[src/tmr_pkg.sv]
// constants and carriers for the 18-bit timer/counter control block
// assumes one fast clock; slow clock arrives as a one-cycle enable
`default_nettype none
package tmr_pkg;
  // register indices; byte address is four times the index
  localparam logic [7:0] IDX_MATCH_LOW = 8'h10;
  localparam logic [7:0] IDX_MATCH_MID = 8'h11;
  localparam logic [7:0] IDX_MATCH_TOP = 8'h12;
  localparam logic [7:0] IDX_GATE = 8'h13;
  localparam logic [7:0] IDX_CTRL = 8'h14;
  localparam logic [7:0] IDX_CTRL2 = 8'h15;
  localparam logic [7:0] IDX_STATUS = 8'h16;

  localparam int MATCH_W = 18;
  localparam int TOP_BITS = 2;

  // count_control layout
  typedef struct packed {
    logic flag_ctl;
    logic [1:0] run;
    logic [2:0] clk_sel;
    logic [1:0] mode;
  } tmr_ctrl_t;
  localparam logic [7:0] CTRL_RESET = 8'h88;

  // count_control_second layout
  typedef struct packed {
    logic edge_both;
    logic [1:0] gate_src;
    logic gate_irq_edge;
    logic [1:0] gate_clk;
    logic ext_out;
    logic zero;
  } tmr_ctrl2_t;
  localparam logic [7:0] CTRL2_RESET = 8'h00;

  localparam logic [7:0] GATE_RESET = 8'h00;
  localparam int GATE_HIGH_LSB = 4;
  localparam int GATE_LOW_LSB = 0;
  localparam logic [4:0] GATE_BASE = 5'h10;

  localparam int ST_GATE_BIT = 7;
  localparam int ST_OVF_BIT = 6;

  localparam logic [1:0] RUN_STOP = 2'h0;
  localparam logic [1:0] RUN_START = 2'h2;

  localparam logic [2:0] CK_FC = 3'h0;
  localparam logic [2:0] CK_FS = 3'h1;
  localparam logic [2:0] CK_D23 = 3'h2;
  localparam logic [2:0] CK_D13 = 3'h3;
  localparam logic [2:0] CK_D11 = 3'h4;
  localparam logic [2:0] CK_D7 = 3'h5;
  localparam logic [2:0] CK_D3 = 3'h6;
  localparam logic [2:0] CK_EXT = 3'h7;

  localparam logic [1:0] MD_TIMER = 2'h0;
  localparam logic [1:0] MD_RSVD = 2'h1;
  localparam logic [1:0] MD_PULSE = 2'h2;
  localparam logic [1:0] MD_FREQ = 2'h3;

  localparam logic [1:0] GCK_D12 = 2'h0;
  localparam logic [1:0] GCK_D13 = 2'h1;
  localparam logic [1:0] GCK_D14 = 2'h2;

  localparam int FC_DIV_W = 23;
  localparam int FS_DIV_W = 15;

  // divided-clock enable pulses, one cycle each
  typedef struct packed {
    logic fc_d3;
    logic fc_d7;
    logic fc_d11;
    logic fc_d12;
    logic fc_d13;
    logic fc_d14;
    logic fc_d23;
    logic fs_d3;
    logic fs_d4;
    logic fs_d5;
    logic fs_d6;
    logic fs_d15;
  } tmr_ticks_t;
endpackage : tmr_pkg
`default_nettype wire

[src/tmr_presc.sv]
// free-running dividers giving one-cycle enables of fast and slow clock
// assumes slow_tick_i is a one-cycle pulse per slow clock period
`default_nettype none
module tmr_presc
  import tmr_pkg::*;
(
  input wire logic clk_i,
  input wire logic rst_i,
  input wire logic slow_tick_i,
  output tmr_ticks_t ticks_o
);
  logic [FC_DIV_W-1:0] fc_cnt_reg;
  logic [FS_DIV_W-1:0] fs_cnt_reg;

  // never cleared by the timer, so divided ticks keep their phase
  always_ff @(posedge clk_i) begin
    if (rst_i) begin
      fc_cnt_reg <= '0;
    end else begin
      fc_cnt_reg <= fc_cnt_reg + 1'b1;
    end
  end

  always_ff @(posedge clk_i) begin
    if (rst_i) begin
      fs_cnt_reg <= '0;
    end else if (slow_tick_i) begin
      fs_cnt_reg <= fs_cnt_reg + 1'b1;
    end
  end

  always_comb begin
    ticks_o.fc_d3 = &fc_cnt_reg[2:0];
    ticks_o.fc_d7 = &fc_cnt_reg[6:0];
    ticks_o.fc_d11 = &fc_cnt_reg[10:0];
    ticks_o.fc_d12 = &fc_cnt_reg[11:0];
    ticks_o.fc_d13 = &fc_cnt_reg[12:0];
    ticks_o.fc_d14 = &fc_cnt_reg[13:0];
    ticks_o.fc_d23 = &fc_cnt_reg[22:0];
    ticks_o.fs_d3 = slow_tick_i & (&fs_cnt_reg[2:0]);
    ticks_o.fs_d4 = slow_tick_i & (&fs_cnt_reg[3:0]);
    ticks_o.fs_d5 = slow_tick_i & (&fs_cnt_reg[4:0]);
    ticks_o.fs_d6 = slow_tick_i & (&fs_cnt_reg[5:0]);
    ticks_o.fs_d15 = slow_tick_i & (&fs_cnt_reg[14:0]);
  end
endmodule : tmr_presc
`default_nettype wire

[src/tmr_gate.sv]
// internal window gate pulse: high then low, counted in gate ticks
// assumes tick_i is a one-cycle enable of the gate source clock
`default_nettype none
module tmr_gate
  import tmr_pkg::*;
(
  input wire logic clk_i,
  input wire logic rst_i,
  input wire logic en_i,
  input wire logic tick_i,
  input wire logic [3:0] high_set_i,
  input wire logic [3:0] low_set_i,
  output logic gate_o
);
  typedef enum logic [1:0] {GT_IDLE, GT_HIGH, GT_LOW} tmr_gstate_t;
  tmr_gstate_t state_reg;
  logic [4:0] cnt_reg;
  logic [4:0] high_len;
  logic [4:0] low_len;

  assign high_len = GATE_BASE - {1'b0, high_set_i};
  assign low_len = GATE_BASE - {1'b0, low_set_i};

  always_ff @(posedge clk_i) begin
    if (rst_i || !en_i) begin
      state_reg <= GT_IDLE;
      cnt_reg <= '0;
      gate_o <= 1'b0;
    end else begin
      case (state_reg)
        GT_IDLE: begin
          state_reg <= GT_HIGH;
          cnt_reg <= '0;
          gate_o <= 1'b1;
        end
        GT_HIGH: begin
          if (tick_i) begin
            if (cnt_reg == high_len - 5'h01) begin
              state_reg <= GT_LOW;
              cnt_reg <= '0;
              gate_o <= 1'b0;
            end else begin
              cnt_reg <= cnt_reg + 5'h01;
            end
          end
        end
        GT_LOW: begin
          if (tick_i) begin
            if (cnt_reg == low_len - 5'h01) begin
              state_reg <= GT_HIGH;
              cnt_reg <= '0;
              gate_o <= 1'b1;
            end else begin
              cnt_reg <= cnt_reg + 5'h01;
            end
          end
        end
        default: begin
          state_reg <= GT_IDLE;
          cnt_reg <= '0;
          gate_o <= 1'b0;
        end
      endcase
    end
  end
endmodule : tmr_gate
`default_nettype wire

[src/tmr_top.sv]
// 18-bit up-counting timer/counter: registers, source select, counter
// assumes an Avalon-MM master with word addressing and waitrequest
//
// Local design decision: the Avalon-MM register port.
`default_nettype none

// Function
// - run 00 stops and clears; 10 starts
// - clock code 111 counts external pin edges
// - codes 000-110 pick fast, slow, divided clocks
// - mode 00 timer, 10 pulse, 11 frequency
// - low or mid write blocks matching until top
// - match value address reads live counter
// - top match byte bits 7..2 read zero
// - gate high lasts sixteen minus high setting
// - gate low lasts sixteen minus low setting
// - control pair, 18-bit match, gate register
// - gate clock codes 00-10 valid, 11 reserved
// - timer match raises interrupt, clears, continues
module tmr_top
  import tmr_pkg::*;
#(
  parameter int COUNT_W = MATCH_W
)
(
  input wire logic MCLK_I,
  input wire logic SYS_RST_I,
  input wire logic [7:0] AVS_ADDRESS_I,
  input wire logic AVS_READ_I,
  input wire logic AVS_WRITE_I,
  input wire logic [31:0] AVS_WRITEDATA_I,
  input wire logic [3:0] AVS_BYTEENABLE_I,
  output logic [31:0] AVS_READDATA_O,
  output logic AVS_WAITREQUEST_O,
  input wire logic SLOW_TICK_I,
  input wire logic SLOW_MODE_I,
  input wire logic DIVIDER_TAP_SELECT_I,
  input wire logic EXTERNAL_COUNT_INPUT_I,
  output logic COMPARE_MATCH_IRQ_O,
  output logic GATE_O
);
  if (COUNT_W != MATCH_W) begin : g_width_check
    $error("tmr_top: counter width must equal the match width");
  end

  tmr_ctrl_t ctrl_reg;
  tmr_ctrl2_t ctrl2_reg;
  logic [7:0] gate_reg;
  logic [COUNT_W-1:0] match_reg;
  logic [COUNT_W-1:0] cnt_reg;
  logic [COUNT_W-1:0] cnt_plus;
  logic inhibit_reg;
  logic ovf_reg;
  logic ext_prev_reg;
  logic gate_prev_reg;
  logic gate_lvl;
  logic ext_fall;
  logic ext_rise;
  logic ext_edge;
  logic use_fs;
  logic cnt_tick;
  logic gate_tick;
  logic running;
  logic stop_clear;
  logic wr_ok;
  logic rd_take;
  logic [7:0] rd_byte;
  tmr_ticks_t ticks;

  // bus handshake: one wait cycle, then the access completes
  assign wr_ok = AVS_WRITE_I && !AVS_WAITREQUEST_O && AVS_BYTEENABLE_I[0];
  assign rd_take = AVS_READ_I && AVS_WAITREQUEST_O;

  always_ff @(posedge MCLK_I) begin
    if (SYS_RST_I) begin
      AVS_WAITREQUEST_O <= 1'b1;
    end else if ((AVS_READ_I || AVS_WRITE_I) && AVS_WAITREQUEST_O) begin
      AVS_WAITREQUEST_O <= 1'b0;
    end else begin
      AVS_WAITREQUEST_O <= 1'b1;
    end
  end

  // register writes
  always_ff @(posedge MCLK_I) begin
    if (SYS_RST_I) begin
      ctrl_reg <= tmr_ctrl_t'(CTRL_RESET);
    end else if (wr_ok && AVS_ADDRESS_I == IDX_CTRL) begin
      ctrl_reg <= tmr_ctrl_t'(AVS_WRITEDATA_I[7:0]);
    end
  end

  always_ff @(posedge MCLK_I) begin
    if (SYS_RST_I) begin
      ctrl2_reg <= tmr_ctrl2_t'(CTRL2_RESET);
    end else if (wr_ok && AVS_ADDRESS_I == IDX_CTRL2) begin
      ctrl2_reg <= tmr_ctrl2_t'({AVS_WRITEDATA_I[7:1], 1'b0});
    end
  end

  always_ff @(posedge MCLK_I) begin
    if (SYS_RST_I) begin
      gate_reg <= GATE_RESET;
    end else if (wr_ok && AVS_ADDRESS_I == IDX_GATE) begin
      gate_reg <= AVS_WRITEDATA_I[7:0];
    end
  end

  // match value written bytewise, never read back
  always_ff @(posedge MCLK_I) begin
    if (SYS_RST_I) begin
      match_reg <= '0;
    end else if (wr_ok) begin
      case (AVS_ADDRESS_I)
        IDX_MATCH_LOW: match_reg[7:0] <= AVS_WRITEDATA_I[7:0];
        IDX_MATCH_MID: match_reg[15:8] <= AVS_WRITEDATA_I[7:0];
        IDX_MATCH_TOP: begin
          match_reg[COUNT_W-1:16] <=
            AVS_WRITEDATA_I[TOP_BITS-1:0];
        end
        default: match_reg <= match_reg;
      endcase
    end
  end

  // a half-written match value must not fire on a stale upper part
  always_ff @(posedge MCLK_I) begin
    if (SYS_RST_I) begin
      inhibit_reg <= 1'b0;
    end else if (wr_ok && AVS_ADDRESS_I == IDX_MATCH_TOP) begin
      inhibit_reg <= 1'b0;
    end else if (wr_ok && (AVS_ADDRESS_I == IDX_MATCH_LOW ||
                           AVS_ADDRESS_I == IDX_MATCH_MID)) begin
      inhibit_reg <= 1'b1;
    end
  end

  // count source select
  assign use_fs = SLOW_MODE_I || DIVIDER_TAP_SELECT_I;
  assign ext_fall = ext_prev_reg && !EXTERNAL_COUNT_INPUT_I;
  assign ext_rise = !ext_prev_reg && EXTERNAL_COUNT_INPUT_I;
  assign ext_edge = ext_fall || (ctrl2_reg.edge_both && ext_rise);

  always_comb begin
    case (ctrl_reg.clk_sel)
      CK_FC: cnt_tick = 1'b1;
      CK_FS: cnt_tick = SLOW_TICK_I;
      CK_D23: cnt_tick = use_fs ? ticks.fs_d15 : ticks.fc_d23;
      CK_D13: cnt_tick = use_fs ? ticks.fs_d5 : ticks.fc_d13;
      CK_D11: cnt_tick = use_fs ? ticks.fs_d3 : ticks.fc_d11;
      CK_D7: cnt_tick = ticks.fc_d7;
      CK_D3: cnt_tick = ticks.fc_d3;
      CK_EXT: cnt_tick = ext_edge;
      default: cnt_tick = 1'b0;
    endcase
  end

  // gate source; code 11 gives no tick, so the gate just holds
  always_comb begin
    case (ctrl2_reg.gate_clk)
      GCK_D12: gate_tick = use_fs ? ticks.fs_d4 : ticks.fc_d12;
      GCK_D13: gate_tick = use_fs ? ticks.fs_d5 : ticks.fc_d13;
      GCK_D14: gate_tick = use_fs ? ticks.fs_d6 : ticks.fc_d14;
      default: gate_tick = 1'b0;
    endcase
  end

  // reserved run or mode codes never count
  assign running = ctrl_reg.run == RUN_START &&
                   ctrl_reg.mode != MD_RSVD;
  assign stop_clear = ctrl_reg.run == RUN_STOP;
  assign cnt_plus = cnt_reg + 1'b1;

  always_ff @(posedge MCLK_I) begin
    if (SYS_RST_I) begin
      ext_prev_reg <= 1'b0;
      gate_prev_reg <= 1'b0;
    end else begin
      ext_prev_reg <= EXTERNAL_COUNT_INPUT_I;
      gate_prev_reg <= gate_lvl;
    end
  end

  // up-counter per mode
  always_ff @(posedge MCLK_I) begin
    if (SYS_RST_I || stop_clear) begin
      cnt_reg <= '0;
    end else if (running) begin
      case (ctrl_reg.mode)
        MD_TIMER: begin
          if (cnt_tick) begin
            if (!inhibit_reg && cnt_plus == match_reg) begin
              cnt_reg <= '0;
            end else begin
              cnt_reg <= cnt_plus;
            end
          end
        end
        MD_PULSE: begin
          if (ext_rise) begin
            cnt_reg <= '0;
          end else if (EXTERNAL_COUNT_INPUT_I && cnt_tick) begin
            cnt_reg <= cnt_plus;
          end
        end
        MD_FREQ: begin
          if (gate_lvl && !gate_prev_reg) begin
            cnt_reg <= '0;
          end else if (gate_lvl && ext_edge) begin
            cnt_reg <= cnt_plus;
          end
        end
        default: cnt_reg <= cnt_reg;
      endcase
    end
  end

  // overflow: counter wrapped through all ones
  always_ff @(posedge MCLK_I) begin
    if (SYS_RST_I || stop_clear) begin
      ovf_reg <= 1'b0;
    end else if (running && cnt_tick && (&cnt_reg)) begin
      ovf_reg <= 1'b1;
    end
  end

  // interrupt pulse: match, end of pulse, or end of window
  always_ff @(posedge MCLK_I) begin
    if (SYS_RST_I || !running) begin
      COMPARE_MATCH_IRQ_O <= 1'b0;
    end else begin
      case (ctrl_reg.mode)
        MD_TIMER: begin
          COMPARE_MATCH_IRQ_O <= cnt_tick && !inhibit_reg &&
                                 cnt_plus == match_reg;
        end
        MD_PULSE: COMPARE_MATCH_IRQ_O <= ext_fall;
        MD_FREQ: COMPARE_MATCH_IRQ_O <= !gate_lvl && gate_prev_reg;
        default: COMPARE_MATCH_IRQ_O <= 1'b0;
      endcase
    end
  end

  // read mux; match addresses return the live counter
  always_comb begin
    case (AVS_ADDRESS_I)
      IDX_MATCH_LOW: rd_byte = cnt_reg[7:0];
      IDX_MATCH_MID: rd_byte = cnt_reg[15:8];
      IDX_MATCH_TOP: begin
        rd_byte = {6'h00, cnt_reg[COUNT_W-1:16]};
      end
      IDX_GATE: rd_byte = gate_reg;
      IDX_CTRL: rd_byte = ctrl_reg;
      IDX_CTRL2: rd_byte = ctrl2_reg;
      IDX_STATUS: begin
        rd_byte = 8'h00;
        rd_byte[ST_GATE_BIT] = gate_lvl;
        rd_byte[ST_OVF_BIT] = ovf_reg;
      end
      default: rd_byte = 8'h00;
    endcase
  end

  always_ff @(posedge MCLK_I) begin
    if (SYS_RST_I) begin
      AVS_READDATA_O <= 32'h0000_0000;
    end else if (rd_take) begin
      AVS_READDATA_O <= {24'h00_0000, rd_byte};
    end
  end

  tmr_presc u_presc (
    .clk_i(MCLK_I),
    .rst_i(SYS_RST_I),
    .slow_tick_i(SLOW_TICK_I),
    .ticks_o(ticks)
  );

  // gate runs only while the counter runs
  tmr_gate u_gate (
    .clk_i(MCLK_I),
    .rst_i(SYS_RST_I),
    .en_i(running),
    .tick_i(gate_tick),
    .high_set_i(gate_reg[GATE_HIGH_LSB+:4]),
    .low_set_i(gate_reg[GATE_LOW_LSB+:4]),
    .gate_o(gate_lvl)
  );

  always_ff @(posedge MCLK_I) begin
    if (SYS_RST_I) begin
      GATE_O <= 1'b0;
    end else begin
      GATE_O <= gate_lvl;
    end
  end
endmodule : tmr_top
`default_nettype wire

[config.mk]
export PLATFORM = sky130hd
export DESIGN_NAME = tmr_top
export DESIGN_NICKNAME = d
export VERILOG_FILES = /design/src/tmr_pkg.sv /design/src/tmr_presc.sv /design/src/tmr_gate.sv /design/src/tmr_top.sv
export SDC_FILE = /design/constraint.sdc
export NUM_CORES = 1
export LEC_CHECK = 0
export BUFFER_PORTS_ARGS = -buffer_cell sky130_fd_sc_hd__buf_4
export CAP_MARGIN = 5
export CORE_MARGIN = 10
export CORE_UTILIZATION = 30
export DETAILED_ROUTE_END_ITERATION = 7
export GPL_TIMING_DRIVEN = 0
export PLACE_DENSITY = 0.46
export SLEW_MARGIN = 20
export SYNTH_ARGS = -nofsm -noshare
export SYNTH_HDL_FRONTEND = slang
export SYNTH_HIERARCHICAL = 1
export SYNTH_SLANG_ARGS = --single-unit
export TNS_END_PERCENT = 5
[constraint.sdc]
create_clock -name MCLK_I -period 3.4 [get_ports MCLK_I]
set_clock_uncertainty 0.1 [all_clocks]
set_input_delay 0.17 -clock MCLK_I [delete_from_list [all_inputs] [get_ports MCLK_I]]
set_output_delay 0.17 -clock MCLK_I [all_outputs]
set_load 0.005 [all_outputs]
Yosys cells after proc, flatten, opt, wreduce, memory -nomap -nowiden
Cells that the tools add are included.
Widths: inputs -> output; s select.
{"block": "op_classes", "mux": 32, "n_addsub": 8, "reduce_logical": 61, "bitwise_logic": 5, "eq_ne": 32}
{"cell": "$mux 18", "n": 6}
{"cell": "$eq 8x5->1 const B", "n": 7}
{"cell": "$pmux 8 s7", "n": 1}
{"cell": "$pmux 18 s3", "n": 1}
{"cell": "$add 23x1->23 const B", "n": 1}
{"cell": "$reduce_and 23->1", "n": 1}
{"cell": "$logic_and 1x1->1", "n": 22}
{"cell": "$mux 5", "n": 4}
{"cell": "$add 18x1->18 const B", "n": 1}
{"cell": "$eq 18x18->1", "n": 1}
{"cell": "$reduce_and 18->1", "n": 1}
{"cell": "$add 15x1->15 const B", "n": 1}
{"cell": "$reduce_and 15->1", "n": 1}
{"cell": "$reduce_and 14->1", "n": 1}
{"cell": "$reduce_and 13->1", "n": 1}
{"cell": "$eq 3x3->1 const B", "n": 4}
{"cell": "$reduce_and 12->1", "n": 1}
{"cell": "$reduce_and 11->1", "n": 1}
{"cell": "$eq 2x2->1 const B", "n": 5}
{"cell": "$eq 5x5->1", "n": 2}
{"cell": "$mux 1", "n": 10}
{"cell": "$pmux 5 s2", "n": 1}
{"cell": "$reduce_and 5->1", "n": 2}
{"cell": "$sub 5x1->5 const B", "n": 2}
{"cell": "other kinds (24)", "n": 60}
{"block": "totals", "ff_bits": 119, "out_inout_bits": 35}

Logic depth before layout (Yosys ltp)
Gate-level depths: netlist of the first run.
{"block": "logic_depth", "ltp_word": 9, "ltp_mapped": 13}

Cells and area by module
The synthesis of the first run kept the hierarchy.
{"module": "tmr_top", "area_each_um2": 4321.6, "cells_per_inst": 495, "instances": 1}
{"module": "tmr_presc", "area_each_um2": 1756.7, "cells_per_inst": 204, "instances": 1}
{"module": "tmr_gate", "area_each_um2": 505.5, "cells_per_inst": 58, "instances": 1}

Least setup slack after synthesis of the first run
OpenSTA, ideal clock, no wires.
{"block": "synth_path", "path_type": "flip-flop to flip-flop", "startpoint": "reg u_presc.fc_cnt_reg[0]", "endpoint": "reg, netlist name cnt_reg[14]", "arrival_ps": 3042, "setup_slack_ps": 142, "n_path_buf": 1, "stages_incl_launch_ff": 14, "setup_time_ps": 115, "path_cell_list": "dfxtp_1 > ha_1 > nand2_1 > or4_1 > nor2_1 > and3_1 > mux2i_1 > o211a_1 > o31ai_2 > o311ai_1 > buf_2 > nor4_1 > xnor2_1 > nor2_1"}
{"item": "start, declared", "line": "tmr_presc.sv:12", "text": "logic [FC_DIV_W-1:0] fc_cnt_reg;"}
{"item": "start signal, assigned", "line": "tmr_presc.sv:20", "text": "fc_cnt_reg <= fc_cnt_reg + 1'b1;"}

==> reports/qor.json, run 1 <==
{
  "setup.worst_path.end_class": "flop",
  "number_of_inserted_filler_cells_in_the_final_layout": 2238,
  "synth_largest_type_area_fraction_pct": 36.2,
  "clk_pin_slew_worst_paths_ns": 0.06,
  "port_buffers": 34,
  "drt_iter0_markers": 362,
  "syn-cell-area_um2": 6580,
  "synth_top_cells_by_area": "dfxtp_1, mux2i_1, nor2_1, xnor2_1, buf_4",
  "startpoint": "u_presc/fc_cnt_reg[0]",
  "synth_warnings": 6,
  "grt_first_pass_wirelength_mm": 30.4,
  "critical_path_class": "reg -> reg",
  "worst_r2r_endpoint": "cnt_reg[17]",
  "status": "finished, final reports clean",
  "syn-instance-count": 757,
  "clockBufferDepth": 2,
  "cts-buffers-inserted": 17,
  "crit_end": "cnt_reg[17]",
  "vdd.ir_drop.worst_mv": 0.327,
  "die_width_um": 168,
  "insertedDiodeCount": 0,
  "antenna_found_initial": 0,
  "clock_tree_from_tritoncts": "done",
  "worst-endpoint-required_ns": 3.62,
  "floorplan_die_height_um": 168,
  "tightestPinTransition_ns": 0.969,
  "cts_root_buf": "clkbuf_16",
  "route.detailed.drc": 0,
  "maximum_number_of_pins_on_one_net_before_global_route_repair": 17,
  "grtUsageTotal_pct": 13.4,
  "globalplace.congestion": 0.817,
  "die-area_um2": 28300,
  "detail_route.wirelength_mm": 19.5,
  "fin_setup_tns_ns": 0,
  "netlist.top_cell.by_area": "dfxtp_1",
  "whs_ns": 0.0363,
  "std_cell_rows": 54,
  "final-max-slew-violation-count": 0,
  "cts.sinks": 119,
  "synth_enable_flop_cells": 0,
  "crit_path_max_fanout": 6,
  "first_global_vias": 5185,
  "boundaryPins": 87,
  "dpl_cell_area_um2": 7280,
  "max-slew-margin-rel_pct": 35.0,
  "critical_path.reg2reg.startpoint": "u_presc/fc_cnt_reg[0]",
  "drt-vias-per-instance": 4.94,
  "core_region_area_um2": 21700,
  "synthFlopType": "dfxtp_1",
  "clk-insertion-delay-late_ns": 0.42,
  "synth-async-reset-ratio_pct": 0,
  "syn2layout_area_growth_pct": 26.2,
  "timing.max_cap.violations": 0,
  "postSynthAreaPerCell_um2": 8.70,
  "multi_input_area_um2": 4060,
  "p_per_area_nw_per_um2": 422,
  "achievable-frequency_mhz": 302,
  "register_area_um2": 2390,
  "globalRouteOverflowTotal": 0,
  "antenna_violating_nets_post_route": 0,
  "final_cell_area_um2": 8310,
  "worstSetupStartpointType": "flop",
  "final_nets": 916,
  "final_core_utilization_pct": 38.3,
  "report.final.hold_viol_count": 0,
  "layout.cells.most_common_list": "dfxtp_1, nor2_1, buf_4",
  "period_minus_slack_ns": 3.31,
  "most_common_library_cell_in_the_layout_ignoring_fill_and_taps": "dfxtp_1",
  "number_of_flip_flops_and_latches_in_the_synthesized_netlist": 119,
  "hold_path.class": "in -> reg",
  "routed-via-count": 5661,
  "ff2ff_path_depth": 14,
  "synth_sequential_area_ratio_pct": 36.2,
  "worst-r2r-setup-slack_ns": 0.09,
  "wl_per_cell_um": 17.0,
  "report.final.setup_viol": 0,
  "largest_register_ffs": 23,
  "initial_utilization_pct": 30.4,
  "synth.lib_cells_used.distinct": 71,
  "cp_data_arrival_time_ns": 3.54,
  "layout-drive-gt1-share_pct": 19.5,
  "post-route-period-util_pct": 97.4,
  "power_leakage_nw": 3.17,
  "place_hpwl_mm": 14.3,
  "grt_setup_unrepaired": "yes",
  "drt-pass1-iter-count": 5,
  "h-tree-depth": 4
}
per-stage QoR:
stage,power [mW],instances,worst slack [ns]
after detailed placement,1.58,1094,-0.566
final,3.51,1146,0.0868
after CTS,3.54,1139,-0.0246
after floorplan,1.51,780,0.142
after global routing,3.61,1146,-0.0423
after global placement,1.58,1094,-0.581
synth_stat cells, drive strengths merged (5+ instances only):
cell type and instances:
or3 10, o31ai 5, and2 7, mux2i 53
a22oi 10, nand3 25, a21oi 30, clkbuf 20
o21ai 18, a32oi 6, nand2 42, nand4 19
nor4 16, inv 19, nand2b 8, buf 42
and3 10, xnor2 43, nor2 116, nor3 21
nor2b 13, xor2 22, or4 9, mux2 8
dfxtp 119, ha 11
repair_timing:
| action | in CTS | in global routing |
|---|---|---|
| buffers inserted | 2 | 7 |
| cloned | 0 | 1 |
| hold endpoints to repair | 39 | 0 |
| hold buffers | 11 | 0 |
| pin swaps | 1 | 15 |
| setup endpoints to repair | 26 | 26 |
| gates resized for setup | 19 | 24 |
worst max-delay path, stage by stage (launching register included):
cell and delay (ns):
dfxtp_4 0.36, ha_4 0.16, nand2_8 0.07, or4_4 0.59
nor2_4 0.11, and3_4 0.18, mux2i_2 0.07, o211a_1 0.28
o31ai_4 0.18, buf_6 0.16, buf_6 0.10, o21a_4 0.16
a21oi_4 0.08, or3_4 0.38, o311ai_2 0.24
cell families after synthesis:
group / synth area share, %
and+or+nand+nor: 24.4
DFF: 36.2
AOI/OAI and AO/OA: 11.5
buffers and inverters: 6.58
xor gates and xnor gates: 8.76
muxes: 10.5
adders and majority gates: 2.09
other: 0.0570
metal layers:
layer | global-route usage [%] | vias up | routed length, um
li1 | - | 2839 | -
met1 | 20.3 | 2688 | 10400
met2 | 18.1 | 115 | 7910
met3 | 2.89 | 19 | 848
met4 | 4.47 | 0 | 291
met5 | 0 | - | 0
worst min-delay path by stage:
| stage | depth (start not counted) | end | startpoint | slack [ns] |
|---|---|---|---|---|
| 2_1_floorplan | 1 | AVS_WAITREQUEST_O | AVS_READ_I | 0.19 |
| 3_3_place_gp | 2 | AVS_WAITREQUEST_O | AVS_READ_I | 0.28 |
| 6_report | 3 | u_presc/fc_cnt_reg[16] | SYS_RST_I | 0.04 |
| 4_1_cts | 3 | u_presc/fc_cnt_reg[16] | SYS_RST_I | 0.04 |
| 3_5_place_dp | 2 | AVS_WAITREQUEST_O | AVS_READ_I | 0.29 |
| 5_1_grt | 3 | u_presc/fc_cnt_reg[16] | SYS_RST_I | 0.05 |
power by group:
| group | leakage (nW) | internal, mW | switching (mW) | total [mW] |
|---|---|---|---|---|
| registers | 0.961 | 1.40 | 0.00747 | 1.41 |
| clock network | 0.297 | 1.23 | 0.710 | 1.94 |
| logic | 1.92 | 0.0697 | 0.0875 | 0.157 |
| total | 3.17 | 2.70 | 0.805 | 3.51 |
layout make-up:
class / count / area share (%)
Buffer: 61 / 4.40
Clock buffer: 18 / 5.16
Clock inverter: 14 / 2.41
Inverter: 19 / 0.858
Multi-Input combinational cell: 581 / 48.9
Sequential cell: 119 / 28.8
Tap cell: 280 / 4.22
Timing Repair Buffer: 54 / 5.30
(Power assumes the default switching activity.)
==> run 2: changes to the inputs <==
--- a/config.mk
+++ b/config.mk
@@ -7,11 +7,12 @@
 export LEC_CHECK = 0
 export BUFFER_PORTS_ARGS = -buffer_cell sky130_fd_sc_hd__buf_4
 export CAP_MARGIN = 5
+export CORE_ASPECT_RATIO = 1.5
 export CORE_MARGIN = 10
 export CORE_UTILIZATION = 30
 export DETAILED_ROUTE_END_ITERATION = 7
 export GPL_TIMING_DRIVEN = 0
-export PLACE_DENSITY = 0.46
+export PLACE_DENSITY = 0.44
 export SLEW_MARGIN = 20
 export SYNTH_ARGS = -nofsm -noshare
 export SYNTH_HDL_FRONTEND = slang
==> constraint.sdc (replaced) <==
create_clock -name MCLK_I -period 3.1 [get_ports MCLK_I]
set_clock_uncertainty 0.1 [all_clocks]
set_input_delay 0.155 -clock MCLK_I [delete_from_list [all_inputs] [get_ports MCLK_I]]
set_output_delay 0.155 -clock MCLK_I [all_outputs]
set_load 0.005 [all_outputs]
==> run 2 against run 1 <==
The flow now finishes with violations (negative setup slack). Wire length increased by 4.7%. Combinational power is 8% higher. Critical path depth fell by 1. Sequential share of layout area hardly changed. Clock power increased by 8%. Final area is essentially flat. Die area increased by 0.43%. Worst setup slack got worse by 0.37 ns. Largest cell class unchanged. Flip-flop and latch count stayed put. Highest routed layer unchanged. Non-clock buffer count up 1.
==> reports/qor.json, run 2 (synthesized netlist as in run 1, its figures left out) <==
{
  "status": {"value": "complete, but fails checks", "change": "was finished, final reports clean"},
  "failed_checks": "negative setup slack",
  "cts_root_buf": {"value": "clkbuf_16", "change": "unchanged"},
  "antenna_found_initial": {"value": 0, "change": "unchanged"},
  "hold_path.class": {"value": "in -> reg", "change": "unchanged"},
  "drt_iter0_markers": {"value": 291, "change": "was 362"},
  "report.final.hold_viol_count": {"value": 0, "change": "unchanged"},
  "largest_register_ffs": {"value": 23, "change": "unchanged"},
  "routed-via-count": {"value": 5638, "change": "was 5661"},
  "post-route-period-util": {"value": 109, "unit": "%", "change": "was 97.4%"},
  "clock_tree_from_tritoncts": {"value": "done", "change": "unchanged"},
  "clk_pin_slew_worst_paths": {"value": 0.05, "unit": "ns", "change": "was 0.06 ns"},
  "layout-drive-gt1-share": {"value": 20.1, "unit": "%", "change": "was 19.5%"},
  "place_ws": {"value": -0.692, "unit": "ns", "change": "was -0.566 ns"},
  "cts-buffers-inserted": {"value": 17, "change": "unchanged"},
  "clk-insertion-delay-late": {"value": 0.42, "unit": "ns", "change": "about the same"},
  "final-max-slew-violation-count": {"value": 0, "change": "unchanged"},
  "boundaryPins": {"value": 87, "change": "unchanged"},
  "achievable-frequency": {"value": 296, "unit": "MHz", "change": "was 302 MHz"},
  "report.final.setup_viol": {"value": 21, "change": "was 0"},
  "crit_path_max_fanout": {"value": 7, "change": "was 6"},
  "power_leakage": {"value": 3.20, "unit": "nW", "change": "was 3.17 nW"},
  "maximum_number_of_pins_on_one_net_before_global_route_repair": {"value": 17, "change": "unchanged"},
  "cts.sinks": {"value": 119, "change": "unchanged"},
  "grt_first_pass_wirelength": {"value": 32.1, "unit": "mm", "change": "was 30.4 mm"},
  "final_nets": {"value": 916, "change": "unchanged"},
  "p_per_area": {"value": 458, "unit": "nW/um2", "change": "was 422 nW/um2"},
  "syn2layout_area_growth": {"value": 26.3, "unit": "%", "change": "was 26.2%"},
  "setup.worst_path.end_class": {"value": "flop", "change": "unchanged"},
  "period_minus_slack": {"value": 3.38, "unit": "ns", "change": "was 3.31 ns"},
  "first_global_vias": {"value": 5749, "change": "was 5185"},
  "dpl_cell_area": {"value": 7310, "unit": "um2", "change": "was 7280 um2"},
  "die-area": {"value": 28400, "unit": "um2", "change": "was 28300 um2"},
  "layout.cells.most_common_list": {"value": "dfxtp_1, nor2_1, buf_4", "change": "unchanged"},
  "antenna_violating_nets_post_route": {"value": 0, "change": "unchanged"},
  "timing.max_cap.violations": {"value": 0, "change": "unchanged"},
  "core_region_area": {"value": 21600, "unit": "um2", "change": "was 21700 um2"},
  "globalRouteOverflowTotal": {"value": 0, "change": "unchanged"},
  "insertedDiodeCount": {"value": 0, "change": "unchanged"},
  "critical_path_class": {"value": "reg -> reg", "change": "unchanged"},
  "whs": {"value": 0.0201, "unit": "ns", "change": "was 0.0363 ns"},
  "grtUsageTotal": {"value": 14.4, "unit": "%", "change": "was 13.4%"},
  "worst-endpoint-required": {"value": 3.36, "unit": "ns", "change": "was 3.62 ns"},
  "max-slew-margin-rel": {"value": 24.3, "unit": "%", "change": "was 35.0%"},
  "drt-vias-per-instance": {"value": 4.95, "change": "was 4.94"},
  "globalplace.congestion": {"value": 0.824, "change": "was 0.817"},
  "worst_slack": {"value": -0.283, "unit": "ns", "change": "was 0.0868 ns"},
  "wl_per_cell": {"value": 17.9, "unit": "um", "change": "was 17.0 um"},
  "post_layout_total_power": {"value": 3.81, "unit": "mW", "change": "was 3.51 mW"},
  "grt_setup_unrepaired": {"value": "yes", "change": "unchanged"},
  "std_cell_rows": {"value": 66, "change": "was 54"},
  "cp_data_arrival_time": {"value": 3.64, "unit": "ns", "change": "was 3.54 ns"},
  "place_hpwl": {"value": 15.6, "unit": "mm", "change": "was 14.3 mm"},
  "route.detailed.drc": {"value": 0, "change": "unchanged"},
  "clockBufferDepth": {"value": 2, "change": "unchanged"},
  "vdd.ir_drop.worst": {"value": 0.296, "unit": "mV", "change": "was 0.327 mV"},
  "final_cell_area": {"value": 8310, "unit": "um2", "change": "about the same"},
  "drt-pass1-iter-count": {"value": 6, "change": "was 5"},
  "floorplan_die_height": {"value": 201, "unit": "um", "change": "was 168 um"},
  "h-tree-depth": {"value": 4, "change": "unchanged"},
  "final_core_utilization": {"value": 38.4, "unit": "%", "change": "was 38.3%"},
  "port_buffers": {"value": 34, "change": "unchanged"},
  "worstSetupStartpointType": {"value": "flop", "change": "unchanged"},
  "tightestPinTransition": {"value": 1.13, "unit": "ns", "change": "was 0.969 ns"},
  "initial_utilization": {"value": 30.4, "unit": "%", "change": "about the same"},
  "detail_route.wirelength": {"value": 20.4, "unit": "mm", "change": "was 19.5 mm"},
  "die_width": {"value": 141, "unit": "um", "change": "was 168 um"}
}
[run 2: path summary, 6_finish.rpt]
kind,from,to,slack [ns],cells past startpoint
max,u_presc/fc_cnt_reg[0],cnt_reg[3],-0.28,13
min,SYS_RST_I,u_presc/fc_cnt_reg[16],0.02,3
max reg2reg,u_presc/fc_cnt_reg[0],cnt_reg[3],-0.28,13
min reg2reg,ctrl_reg[7],ctrl_reg[7],0.38,2
[run 2: layout make-up]
| cell class | count | area, um2 |
|---|---|---|
| Fill cell | 2287 | 13300 |
| Multi-Input combinational cell | 580 | 4070 |
| Sequential cell | 119 | 2390 |
| Timing Repair Buffer | 55 | 448 |
| Clock buffer | 20 | 447 |
| Buffer | 61 | 370 |
| Tap cell | 272 | 340 |
| Clock inverter | 12 | 175 |
| Inverter | 19 | 71.3 |
[run 2: what timing repair did]
action,4_1_cts,5_1_grt
hold buffers,11,0
hold endpoints to repair,43,0
gates resized for setup,32,12
endpoints found under the setup margin,27,26
buffers inserted,8,2
pin swaps,11,5
[run 2: per-layer routing]
layer  track usage, %  share of wire [%]
met5                0                  0
met4             5.95                2.9
met3             3.11                3.0
met2             27.3                 56
met1             14.6                 38
[run 2: per-stage QoR]
step	setup TNS, ns	instances
floorplan	0	780
global placement	-16.29	1086
detailed placement	-16.20	1086
CTS	-3.01	1137
global route	-6.56	1138
finish	-2.34	1138
[run 2: report_power, final]
part           leakage, nW  internal (mW)  switching [mW]  total, mW
Sequential           0.962           1.54         0.00867       1.55
Combinational         1.94         0.0767          0.0936      0.170
Clock                0.296           1.36           0.727       2.09
Total                 3.20           2.98           0.829       3.81
[run 2: worst max-delay path, cell delays in order, from the launching register on]
cell and delay, ns:
dfxtp_4 0.37, ha_4 0.15, nand2_4 0.09, or4_4 0.53, nor2_4 0.10, and3_4 0.19, mux2i_1 0.06, o211a_1 0.25
o31ai_4 0.35, buf_6 0.16, o311ai_4 0.12, or4_4 0.60, a21oi_2 0.15, a21o_1 0.10
